$ cat src/logic/ric_pkg.sv
// Purpose: Shared constants and carrier types for the reluctance input conditioner.
// Assumes: 32-bit AXI4-Lite register bus, 8-bit wide registers in the low byte lane.
// Notes: Offsets are byte addresses; every register takes one aligned word.
`default_nettype none
package ric_pkg;
   localparam int ADDR_W = 8;
   // Register byte offsets.
   localparam logic [7:0] OFS_RUN = 8'h00;
   localparam logic [7:0] OFS_AUTO = 8'h04;
   localparam logic [7:0] OFS_MISC = 8'h08;
   localparam logic [7:0] OFS_CRANK = 8'h0c;
   localparam logic [7:0] OFS_STAT = 8'h10;
   localparam logic [7:0] OFS_CMD = 8'h14;
   // Values after reset.
   localparam logic [7:0] RST_RUN = 8'h53;
   localparam logic [7:0] RST_AUTO = 8'h21;
   localparam logic [7:0] RST_MISC = 8'h00;
   localparam logic [7:0] RST_CRANK = 8'h00;
   // Miscellaneous register bit positions.
   localparam int MISC_AUTO = 7;
   localparam int MISC_OFF = 6;
   localparam int MISC_POL = 4;
   localparam int MISC_GLITCH = 3;
   localparam int MISC_SE = 2;
   localparam int MISC_SWAP = 1;
   localparam int MISC_MIDREF = 0;
   // Status register bit positions and command bit.
   localparam int STAT_PFLAG = 2;
   localparam int STAT_NFLAG = 1;
   localparam int CMD_PEAK_CLR = 0;
   // Pulse timing counter width and derived constants.
   localparam int PW = 20;
   localparam logic [3:0] THR_CEILING = 4'hf;
   localparam logic [1:0] RESP_OKAY = 2'h0;
   localparam logic [1:0] RESP_SLVERR = 2'h2;
   // Threshold control modes.
   typedef enum logic [0:0] {TM_HOLD, TM_DECAY} ric_tmode_t;
   // Levels arriving from the analog front end.
   typedef struct packed {
      logic [3:0] peak_code;
      logic neg_clamp;
      logic pos_clamp;
      logic zero_cross;
      logic comparator;
   } ric_fe_in_t;
   // Controls sent to the analog front end.
   typedef struct packed {
      logic [3:0] threshold_code;
      logic conditioner_off;
      logic single_ended_sel;
      logic internal_midref_off;
   } ric_fe_ctrl_t;
endpackage
`default_nettype wire

$ cat src/logic/ric_conditioner.sv
// Purpose: Digital control, pulse blanking, deglitch, threshold control and status of the conditioner.
// Assumes: Front-end levels arrive asynchronously and are synchronised here.
// Notes: Registers are reached over AXI4-Lite; ce low freezes every flip-flop.
//
// Decided for this implementation: the AXI4-Lite interface to the registers and the register offsets.
`default_nettype none
// Functional notes
// - Blanking is code times period over 32
// - Misc bit 7 selects automatic threshold
// - Manual cranking uses fixed programmed threshold
// - Zero crossing jumps threshold to ceiling
// - Threshold decays at mantissa/exponent rate
// - Conditioner-off bit disables output path
// - Polarity bit picks high or low pulses
// - Optional deglitch of about one percent
// - Single-ended select drives front end
// - Swap bit inverts the comparator level only
// - Midref-off bit detaches internal reference
// - Peak code captured into status 7..4
// - Peak code clears only on reset/command
// - One sticky clamp flag per polarity
// - Zero cranking register selects running set
// - Threshold code from active bits 7..4
module ric_conditioner (
   input wire logic aclk,
   input wire logic aresetn,
   input wire logic ce,
   input wire logic [7:0] s_axi_awaddr,
   input wire logic s_axi_awvalid,
   output logic s_axi_awready,
   input wire logic [31:0] s_axi_wdata,
   input wire logic [3:0] s_axi_wstrb,
   input wire logic s_axi_wvalid,
   output logic s_axi_wready,
   output logic [1:0] s_axi_bresp,
   output logic s_axi_bvalid,
   input wire logic s_axi_bready,
   input wire logic [7:0] s_axi_araddr,
   input wire logic s_axi_arvalid,
   output logic s_axi_arready,
   output logic [31:0] s_axi_rdata,
   output logic [1:0] s_axi_rresp,
   output logic s_axi_rvalid,
   input wire logic s_axi_rready,
   input wire ric_pkg::ric_fe_in_t fe_in,
   output ric_pkg::ric_fe_ctrl_t fe_ctrl,
   output logic conditioned_output
);
   typedef struct packed {
      logic [7:0] run;
      logic [7:0] aut;
      logic [7:0] misc;
      logic [7:0] crank;
      logic [3:0] peak;
      logic pflag;
      logic nflag;
      logic [7:0] s1;
      logic [7:0] s2;
      logic zc_d;
      logic filt;
      logic [ric_pkg::PW-1:0] gl_cnt;
      logic [ric_pkg::PW-1:0] ref_cnt;
      logic [ric_pkg::PW-1:0] period;
      logic out;
      logic [ric_pkg::PW-1:0] blank_cnt;
      logic [3:0] thr;
      ric_pkg::ric_tmode_t tmode;
      logic [20:0] step_cnt;
      logic aw_got;
      logic [7:0] awaddr;
      logic w_got;
      logic [7:0] wdata;
      logic wstrb0;
      logic bvalid;
      logic [1:0] bresp;
      logic rvalid;
      logic [31:0] rdata;
      logic [1:0] rresp;
   } ric_state_t;

   localparam ric_state_t RST_STATE = '{run: ric_pkg::RST_RUN, aut: ric_pkg::RST_AUTO, misc: ric_pkg::RST_MISC,
      crank: ric_pkg::RST_CRANK, tmode: ric_pkg::TM_HOLD, default: '0};

   ric_state_t r_r;
   ric_state_t r_nxt;
   logic zc_rise;
   logic cmp;
   logic lvl;
   logic [7:0] active;
   logic [3:0] chosen;
   logic [22:0] gl_prod;
   logic [ric_pkg::PW-1:0] glim;
   logic [23:0] bprod;
   logic [ric_pkg::PW-1:0] blen;
   logic [20:0] step_len;
   logic wr_do;
   logic [7:0] wa;
   logic [7:0] ra;
   logic [7:0] rd_byte;
   logic rd_ok;
   logic wr_ok;
   logic clr_p;
   logic clr_n;
   logic peak_clr;

   // Bus ready outputs are combinational; valid, data and answers come from flip-flops.
   assign s_axi_awready = !r_r.aw_got && !r_r.bvalid;
   assign s_axi_wready = !r_r.w_got && !r_r.bvalid;
   assign s_axi_bvalid = r_r.bvalid;
   assign s_axi_bresp = r_r.bresp;
   assign s_axi_arready = !r_r.rvalid;
   assign s_axi_rvalid = r_r.rvalid;
   assign s_axi_rdata = r_r.rdata;
   assign s_axi_rresp = r_r.rresp;
   assign conditioned_output = r_r.out;

   // Front-end controls mirror the configuration flip-flops.
   assign fe_ctrl.threshold_code = r_r.thr;
   assign fe_ctrl.conditioner_off = r_r.misc[ric_pkg::MISC_OFF];
   assign fe_ctrl.single_ended_sel = r_r.misc[ric_pkg::MISC_SE];
   assign fe_ctrl.internal_midref_off = r_r.misc[ric_pkg::MISC_MIDREF];

   // Next-state logic for the whole block.
   always_comb begin
      r_nxt = r_r;
      // Two-stage synchronisers; the first stage feeds only the second.
      r_nxt.s1 = fe_in;
      r_nxt.s2 = r_r.s1;
      r_nxt.zc_d = r_r.s2[1];
      zc_rise = r_r.s2[1] && !r_r.zc_d;
      cmp = r_r.s2[0] ^ r_r.misc[ric_pkg::MISC_SWAP];
      active = (r_r.crank != 8'h00) ? r_r.crank : r_r.run;
      chosen = active[7:4];
      gl_prod = {3'h0, r_r.period} * 23'h000005;
      glim = ric_pkg::PW'(gl_prod >> 9);
      bprod = {4'h0, r_r.period} * {20'h00000, active[3:0]};
      blen = ric_pkg::PW'(bprod >> 5);
      step_len = 21'({1'b1, r_r.aut[7:4]}) << r_r.aut[3:0];

      // Edge deglitch: a new level must persist for about one percent of the period.
      if (!r_r.misc[ric_pkg::MISC_GLITCH]) begin
         r_nxt.filt = cmp;
         r_nxt.gl_cnt = '0;
      end else if (cmp == r_r.filt) begin
         r_nxt.gl_cnt = '0;
      end else if (r_r.gl_cnt >= glim) begin
         r_nxt.filt = cmp;
         r_nxt.gl_cnt = '0;
      end else begin
         r_nxt.gl_cnt = r_r.gl_cnt + 20'h00001;
      end

      // Reference pulse width, high or low pulses depending on polarity.
      lvl = r_r.filt ^ r_r.misc[ric_pkg::MISC_POL];
      if (lvl) begin
         if (r_r.ref_cnt != 20'hfffff) begin
            r_nxt.ref_cnt = r_r.ref_cnt + 20'h00001;
         end
      end else if (r_r.ref_cnt != '0) begin
         r_nxt.period = r_r.ref_cnt;
         r_nxt.ref_cnt = '0;
      end

      // One-shot blanking: after an output edge, further transitions wait.
      if (r_r.misc[ric_pkg::MISC_OFF]) begin
         r_nxt.out = 1'b0;
         r_nxt.blank_cnt = '0;
      end else if (r_r.blank_cnt != '0) begin
         r_nxt.blank_cnt = r_r.blank_cnt - 20'h00001;
      end else if (r_r.filt != r_r.out) begin
         r_nxt.out = r_r.filt;
         r_nxt.blank_cnt = blen;
      end

      // Threshold selection, manual or automatic with decay.
      if (!r_r.misc[ric_pkg::MISC_AUTO]) begin
         r_nxt.thr = chosen;
         r_nxt.tmode = ric_pkg::TM_HOLD;
      end else if (zc_rise) begin
         r_nxt.thr = ric_pkg::THR_CEILING;
         r_nxt.tmode = ric_pkg::TM_DECAY;
         r_nxt.step_cnt = step_len;
      end else begin
         case (r_r.tmode)
            ric_pkg::TM_DECAY: begin
               if (r_r.thr <= chosen) begin
                  r_nxt.thr = chosen;
                  r_nxt.tmode = ric_pkg::TM_HOLD;
               end else if (r_r.step_cnt == '0) begin
                  r_nxt.thr = r_r.thr - 4'h1;
                  r_nxt.step_cnt = step_len;
               end else begin
                  r_nxt.step_cnt = r_r.step_cnt - 21'h000001;
               end
            end
            default: begin
               r_nxt.thr = chosen;
            end
         endcase
      end

      // Write channel capture; address and data may come in either order.
      if (s_axi_awvalid && s_axi_awready) begin
         r_nxt.aw_got = 1'b1;
         r_nxt.awaddr = s_axi_awaddr;
      end
      if (s_axi_wvalid && s_axi_wready) begin
         r_nxt.w_got = 1'b1;
         r_nxt.wdata = s_axi_wdata[7:0];
         r_nxt.wstrb0 = s_axi_wstrb[0];
      end
      wr_do = r_r.aw_got && r_r.w_got;
      wa = {r_r.awaddr[7:2], 2'h0};
      wr_ok = 1'b1;
      clr_p = 1'b0;
      clr_n = 1'b0;
      peak_clr = 1'b0;
      if (wr_do) begin
         r_nxt.aw_got = 1'b0;
         r_nxt.w_got = 1'b0;
         r_nxt.bvalid = 1'b1;
         case (wa)
            ric_pkg::OFS_RUN: if (r_r.wstrb0) r_nxt.run = r_r.wdata;
            ric_pkg::OFS_AUTO: if (r_r.wstrb0) r_nxt.aut = r_r.wdata;
            ric_pkg::OFS_MISC: if (r_r.wstrb0) r_nxt.misc = r_r.wdata;
            ric_pkg::OFS_CRANK: if (r_r.wstrb0) r_nxt.crank = r_r.wdata;
            ric_pkg::OFS_STAT: begin
               clr_p = r_r.wstrb0 && r_r.wdata[ric_pkg::STAT_PFLAG];
               clr_n = r_r.wstrb0 && r_r.wdata[ric_pkg::STAT_NFLAG];
            end
            ric_pkg::OFS_CMD: peak_clr = r_r.wstrb0 && r_r.wdata[ric_pkg::CMD_PEAK_CLR];
            default: wr_ok = 1'b0;
         endcase
         r_nxt.bresp = wr_ok ? ric_pkg::RESP_OKAY : ric_pkg::RESP_SLVERR;
      end else if (r_r.bvalid && s_axi_bready) begin
         r_nxt.bvalid = 1'b0;
      end

      // Peak capture at the zero crossing wins over the clear command.
      if (zc_rise && !r_r.misc[ric_pkg::MISC_OFF]) begin
         r_nxt.peak = r_r.s2[7:4];
      end else if (peak_clr) begin
         r_nxt.peak = 4'h0;
      end
      // Sticky clamp flags; a new clamp event wins over the clear.
      r_nxt.pflag = (r_r.pflag && !clr_p) || r_r.s2[2];
      r_nxt.nflag = (r_r.nflag && !clr_n) || r_r.s2[3];

      // Read channel.
      ra = {s_axi_araddr[7:2], 2'h0};
      rd_ok = 1'b1;
      case (ra)
         ric_pkg::OFS_RUN: rd_byte = r_r.run;
         ric_pkg::OFS_AUTO: rd_byte = r_r.aut;
         ric_pkg::OFS_MISC: rd_byte = r_r.misc;
         ric_pkg::OFS_CRANK: rd_byte = r_r.crank;
         ric_pkg::OFS_STAT: rd_byte = {r_r.peak, 1'b0, r_r.pflag, r_r.nflag, 1'b0};
         ric_pkg::OFS_CMD: rd_byte = 8'h00;
         default: begin
            rd_byte = 8'h00;
            rd_ok = 1'b0;
         end
      endcase
      if (s_axi_arvalid && s_axi_arready) begin
         r_nxt.rvalid = 1'b1;
         r_nxt.rdata = {24'h000000, rd_byte};
         r_nxt.rresp = rd_ok ? ric_pkg::RESP_OKAY : ric_pkg::RESP_SLVERR;
      end else if (r_r.rvalid && s_axi_rready) begin
         r_nxt.rvalid = 1'b0;
      end
   end

   // State register with synchronous reset and clock enable.
   always_ff @(posedge aclk) begin
      if (!aresetn) begin
         r_r <= RST_STATE;
      end else if (ce) begin
         r_r <= r_nxt;
      end
   end
endmodule // ric_conditioner
`default_nettype wire

$ cat config.mk
export PLATFORM = sky130hd
export DESIGN_NAME = ric_conditioner
export DESIGN_NICKNAME = d
export VERILOG_FILES = /design/src/logic/ric_pkg.sv /design/src/logic/ric_conditioner.sv
export SDC_FILE = /design/constraint.sdc
export NUM_CORES = 1
export LEC_CHECK = 0
export BUFFER_PORTS_ARGS = -buffer_cell sky130_fd_sc_hd__buf_2
export CAP_MARGIN = 20
export CORE_UTILIZATION = 55
export CTS_BUF_LIST = sky130_fd_sc_hd__clkbuf_4 sky130_fd_sc_hd__clkbuf_8 sky130_fd_sc_hd__clkbuf_16
export DETAILED_ROUTE_END_ITERATION = 16
export PLACE_DENSITY = 0.76
export SETUP_SLACK_MARGIN = 0.4
export SYNTH_ARGS = -nofsm -noshare
export SYNTH_HDL_FRONTEND = slang
export SYNTH_SLANG_ARGS = --single-unit
$ cat constraint.sdc
create_clock -name aclk -period 4.85 [get_ports aclk]
set_input_delay 0.485 -clock aclk [delete_from_list [all_inputs] [get_ports aclk]]
set_output_delay 0.485 -clock aclk [all_outputs]
set_load 0.02 [all_outputs]
==> results of run 1 <==
power groups by stage:
stage / clock network [mW] / registers, mW / logic [mW]
after floorplan: 0 / 1.74 / 0.631
after global placement: 0 / 1.76 / 0.718
after detailed placement: 0 / 1.76 / 0.737
after CTS: 1.59 / 1.72 / 0.741
after global routing: 1.65 / 1.74 / 0.833
final: 1.57 / 1.73 / 0.752
stage by stage:
| step | hold WS (ns) | instances |
|---|---|---|
| 2_1_floorplan | 0.431 | 1626 |
| 3_3_place_gp | 0.445 | 1916 |
| 3_5_place_dp | 0.451 | 1916 |
| 4_1_cts | 0.272 | 1951 |
| 5_1_grt | 0.276 | 1963 |
| 6_report | 0.286 | 1963 |
synth_stat cells (6+ instances only):
cell,count,area (sq um)
a21boi_0,28,210
a21o_1,14,105
a21oi_1,79,395
a221oi_1,9,78.8
a22oi_1,14,105
a31oi_1,10,62.6
and2_1,12,75.1
and3_1,22,138
buf_4,43,323
clkbuf_1,61,229
dfxtp_1,192,3840
fa_1,35,701
ha_1,84,1050
inv_1,104,390
mux2i_1,75,751
nand2_1,133,499
nand2b_1,14,87.6
nand3_1,67,335
nand4_1,9,56.3
nand4b_1,19,166
nor2_1,96,360
nor2b_1,135,845
nor3_1,36,180
nor3b_1,6,45.0
nor4_1,19,119
o211ai_1,14,105
o21a_1,7,52.6
o21ai_0,81,405
o21ai_1,7,35.0
o31ai_1,10,75.1
or2_2,7,43.8
or3_1,11,68.8
xnor2_1,24,210
xor2_1,26,228
sequential cells by signal, indices dropped and copies added, names as in the netlist:
register	count
s_axi_bvalid	1
conditioned_output	1
r_nxt	9
s_axi_rdata	8
fe_ctrl	7
r_r	163
s_axi_rresp	1
s_axi_bresp	1
s_axi_rvalid	1
metal layers:
layer / global-route usage / up-vias / part of all wire
met5: 0 / - / 0
met1: 0.351 / 5408 / 0.46
li1: - / 5615 / -
met4: 0.0828 / 0 / 0.021
met3: 0.0410 / 54 / 0.054
met2: 0.417 / 409 / 0.46
final cells by class:
type	instances	area, sq um
Multi-Input combinational cell	1216	8810
Fill cell	1934	8740
Sequential cell	192	3870
Timing Repair Buffer	100	664
Clock buffer	17	425
Tap cell	319	399
Inverter	104	390
Clock inverter	15	245
path summary, 6_finish.rpt:
kind / slack, ns / startpoint / endpoint / depth (start not counted)
worst max-delay path: 0.44 / r_r[190] / r_r[98] / 20
worst max register to register: 0.44 / r_r[190] / r_r[98] / 20
worst min-delay path: 0.29 / s_axi_wstrb[0] / r_r[38] / 3
worst min register to register: 0.48 / r_r[161] / r_r[161] / 1
cell families after synthesis:
logic type / count (synthesis) / share of synthesized area
and+or+nand+nor: 611 / 0.245
AOI/OAI and AO/OA: 333 / 0.165
buffers and inverters: 218 / 0.0754
DFF: 192 / 0.290
adders and majority gates: 119 / 0.132
muxes: 77 / 0.0600
xor gates and xnor gates: 50 / 0.0330
other: 1 / 0.000283
what timing repair did:
action,in CTS,in global routing
gates cloned,0,1
resized for setup,22,57
hold endpoints to repair,0,0
pin swaps,6,23
setup buffers,3,11
setup endpoints to repair,24,29
worst max-delay path: cells and delay by family (launching register included):
| kind | cells | cell delay, ns |
|---|---|---|
| buf+inv | 6 | 0.79 |
| fa+ha+maj | 3 | 1.05 |
| compound gates | 5 | 1.10 |
| simple gates | 5 | 0.81 |
| flops | 1 | 0.36 |
| xor+xnor | 1 | 0.18 |
==> results.sh, run 1 <==
export IMPL_outcome="finished, final reports clean"
export IMPL_cts_hold_buf=0
export IMPL_cp_start_kind="flip-flop"
export IMPL_worst_path_max_fanout=6
export IMPL_vias=11500
export IMPL_maxCapViolations=0
export IMPL_ant_nets=0
export IMPL_final_max_slew_violation_count=0
export IMPL_drive_gt1_frac=0.137
export IMPL_rsz0062_at_grt="yes"
export IMPL_clockBufferDepth=2
export IMPL_drcViolationCount=0
export IMPL_fin_crit_sh=0.910
export IMPL_post_place_ws_ns=0.0647
export IMPL_switching_power_mw=1.36
export IMPL_nets=1818
export IMPL_fmax_ghz=0.227
export IMPL_avgSynthCellArea_sq_um=8.29
export IMPL_synthDistinctLibCells=77
export IMPL_placed_cell_area_sq_mm=0.0137
export IMPL_area_growth_pct=11.6
export IMPL_period_needed_ns=4.41
export IMPL_final_common_cell="dfxtp_1"
export IMPL_grt_max_degree=82
export IMPL_final_cell_mix="177 x dfxtp_1, 132 x nand2_1, 127 x nor2b_1"
export IMPL_cts_root_buf="clkbuf_16"
export IMPL_power_mw=4.05
export IMPL_path_class="reg -> reg"
export IMPL_syn_inst=1601
export IMPL_pwr_share_seq=0.426
export IMPL_finClkSkew_ns=0.0151
export IMPL_drtIter0Drc=817
export IMPL_hold_violations=0
export IMPL_synth_edf_count=0
export IMPL_cts_tree="yes"
export IMPL_rows=56
export IMPL_post_route_util=0.629
export IMPL_via_per_inst=5.85
export IMPL_switching_share=0.336
export IMPL_dp_hpwl_mm=21.7
export IMPL_slowest_delay_ns=0.41
export IMPL_grt_util_all_layers=0.258
export IMPL_dr_pass1_iters=5
export IMPL_die_w_um=157
export IMPL_grt_overflow=0
export IMPL_synthFlopType="dfxtp_1"
export IMPL_ios=117
export IMPL_stdcell_area_sq_mm=0.0148
export IMPL_setup_tns_ns=0
export IMPL_path_cells="nor4_4 -> buf_4 -> a41oi_4 -> buf_6 -> buf_4 -> buf_4 -> nor2b_2 -> fa_1 -> inv_1 -> fa_1 -> inv_1 -> ha_1 -> nand2_1 -> nor2_1 -> a2111oi_4 -> nand2_1 -> a31o_4 -> a221oi_4 -> xor2_1 -> a21oi_1"
export IMPL_pwr_share_clk=0.388
export IMPL_cp_common_cell="buf_4"
export IMPL_worst_path_max_delay_cell="fa_1"
export IMPL_cts_htree_levels=4
export IMPL_core_sq_mm=0.0235
export IMPL_antennaDiodeCount=0
export IMPL_routedWlPerCell_um=16.2
export IMPL_synthArstFlopShare=0
export IMPL_p_int_mw=2.69
export IMPL_end_kind="flip-flop"
export IMPL_slew_headroom=0.352
export IMPL_gp_congestion=0.849
export IMPL_setup_ws_ns=0.437
export IMPL_antenna_found_initial=0
export IMPL_numCtsBuffers=17
export IMPL_p_per_area_mw_per_mm2=273
export IMPL_cts_sinks=192
export IMPL_setup_viol=0
export IMPL_die_height_um=157
export IMPL_synthesis_area_sq_mm=0.0133
export IMPL_worstMarginPinSlew_ns=0.967
export IMPL_min_path_type="in -> reg"
export IMPL_die_area_sq_mm=0.0248
export IMPL_synth_seq_cells=192
export IMPL_ir_drop_mv=0.216
export IMPL_wl_mm=31.7
export IMPL_required_ns=5.18
export IMPL_grt_pass1_vias=10700
export IMPL_clk_latency_ns=0.45
export IMPL_start_util=0.564
export IMPL_power_frac_comb=0.186
export IMPL_cts_clk_slew_worst_paths_ns=0.09
export IMPL_seq_area_frac_synth=0.290
export IMPL_grt_pass1_wl_mm=51.8
export IMPL_p_leak_nw=6.09
export IMPL_cp_arrival_ns=4.75
export IMPL_ys_warn_count=0
export IMPL_place_port_buffers=59
Power figures use the tool's default switching activity.
==> inputs of run 2 (changes only) <==
- CORE_ASPECT_RATIO: unset -> 1.2
==> run 2 against run 1 <==
Against the previous run: total power decreased by 0.89%; die area about the same; register-to-register slack got worse by 0.05 ns; first-iteration DRC count decreased by 11%; clock-buffer cell count unchanged; sequential share of layout area increased by 0.067 points; via count increased by 0.23%; cell area about the same; wire length increased by 3.2%; maximum frequency decreased by 1.0%; critical path depth decreased by 1; largest power group unchanged.
==> results.sh, run 2 (synthesis results as in run 1) <==
export IMPL_worstMarginPinSlew_ns=1.02
export IMPL_wl_mm=32.7
export IMPL_grt_overflow=0
export IMPL_final_cell_mix="177 x dfxtp_1, 131 x nand2_1, 125 x nor2b_1"
export IMPL_clk_latency_ns=0.45
export IMPL_post_route_util=0.632
export IMPL_rsz0062_at_grt="yes"
export IMPL_grt_max_degree=72
export IMPL_fmax_ghz=0.224
export IMPL_nets=1819
export IMPL_cts_sinks=192
export IMPL_maxCapViolations=0
export IMPL_die_height_um=172
export IMPL_placed_cell_area_sq_mm=0.0137
export IMPL_via_per_inst=5.87
export IMPL_cts_tree="yes"
export IMPL_pwr_share_clk=0.383
export IMPL_fin_crit_sh=0.919
export IMPL_p_leak_nw=6.09
export IMPL_cts_root_buf="clkbuf_16"
export IMPL_worst_path_max_fanout=5
export IMPL_ir_drop_mv=0.221
export IMPL_grt_pass1_vias=10900
export IMPL_instances_no_fill=1960
export IMPL_finClkSkew_ns=0.0171
export IMPL_cp_top_family="compound AO/OA/AOI/OAI gates"
export IMPL_numCtsBuffers=17
export IMPL_core_sq_mm=0.0234
export IMPL_largest_register="r_r"
export IMPL_cp_start_kind="flip-flop"
export IMPL_ios=117
export IMPL_power_frac_comb=0.187
export IMPL_vias=11500
export IMPL_end_kind="flip-flop"
export IMPL_whs_ns=0.270
export IMPL_numPlacedInstances=1908
export IMPL_antenna_found_initial=0
export IMPL_cp_arrival_ns=4.79
export IMPL_setup_ws_ns=0.392
export IMPL_cts_hold_buf=0
export IMPL_post_place_ws_ns=0.119
export IMPL_final_max_slew_violation_count=0
export IMPL_clockBufferDepth=2
export IMPL_dp_hpwl_mm=22.7
export IMPL_p_per_area_mw_per_mm2=271
export IMPL_hold_violations=0
export IMPL_die_w_um=144
export IMPL_cts_clk_slew_worst_paths_ns=0.09
export IMPL_power_mw=4.01
export IMPL_cp_buffers_inverters=4
export IMPL_cts_htree_levels=4
export IMPL_drtIter0Drc=725
export IMPL_switching_share=0.335
export IMPL_largest_reg_flops=163
export IMPL_area_growth_pct=11.6
export IMPL_stdcell_area_sq_mm=0.0148
export IMPL_grt_util_all_layers=0.262
export IMPL_period_needed_ns=4.46
export IMPL_start_util=0.566
export IMPL_antennaDiodeCount=0
export IMPL_ant_nets=0
export IMPL_worst_path_max_delay_cell="fa_1"
export IMPL_drive_gt1_frac=0.138
export IMPL_dr_pass1_iters=5
export IMPL_min_path_type="in -> reg"
export IMPL_grt_pass1_wl_mm=51.9
export IMPL_slowest_delay_ns=0.44
export IMPL_final_common_cell="dfxtp_1"
export IMPL_drcViolationCount=0
export IMPL_setup_viol=0
export IMPL_p_int_mw=2.67
export IMPL_rows=61
export IMPL_path_class="reg -> reg"
export IMPL_switching_power_mw=1.35
export IMPL_required_ns=5.19
export IMPL_gp_congestion=0.891
export IMPL_fillers=2001
export IMPL_routedWlPerCell_um=16.7
export IMPL_pwr_share_seq=0.429
export IMPL_slew_headroom=0.319
export IMPL_outcome="finished, final reports clean"
export IMPL_setup_tns_ns=0
export IMPL_place_port_buffers=59
export IMPL_die_area_sq_mm=0.0248
export IMPL_path_cells="nor4_4 -> nand3_2 -> nor2_4 -> a21oi_4 -> buf_12 -> nor2b_4 -> fa_1 -> inv_2 -> fa_1 -> inv_2 -> ha_4 -> a211o_1 -> a2111oi_4 -> buf_4 -> nand2_2 -> a31o_4 -> a221oi_2 -> xor2_1 -> a21oi_1"
[run 2: timing repair]
action / 4_1_cts / 5_1_grt
pin swaps: 8 / 34
buffers inserted: 10 / 7
endpoints found under the setup margin: 26 / 34
cloned: 0 / 3
gates resized for setup: 22 / 68
[run 2: final cells by class]
cell class / instances / area, sq um / area share
well taps: 315 / 394 / 0.0266
repair buffers: 100 / 673 / 0.0454
clock inverters: 15 / 224 / 0.0151
flip-flops and latches: 192 / 3880 / 0.262
clock buffers: 17 / 425 / 0.0287
inverters: 104 / 390 / 0.0264
multi-input cells: 1217 / 8830 / 0.596
[run 2: worst paths after layout]
| kind | end | cells past startpoint | start | slack, ns |
|---|---|---|---|---|
| setup / recovery | r_r[98] | 19 | r_r[191] | 0.39 |
| hold / removal | r_r[41] | 3 | s_axi_wdata[2] | 0.27 |
| hold reg to reg | r_r[161] | 1 | r_r[161] | 0.47 |
| setup reg to reg | r_r[98] | 19 | r_r[191] | 0.39 |
[run 2: routing by layer]
layer	GRT usage	share of wire
met1	0.305	0.42
met5	0	0
met4	0.112	0.032
met2	0.477	0.51
met3	0.0357	0.041
[run 2: worst min-delay path, stage by stage]
cell	delay (ns)
buf_2	0.09
nand2_1	0.04
a21boi_0	0.06
[run 2: power by group through the flow]
stage / sequential (mW) / clock [mW] / combinational (mW)
final: 1.72 / 1.54 / 0.752
after global routing: 1.73 / 1.62 / 0.829
after floorplan: 1.74 / 0 / 0.631
after detailed placement: 1.76 / 0 / 0.738
after CTS: 1.72 / 1.55 / 0.742
after global placement: 1.76 / 0 / 0.720
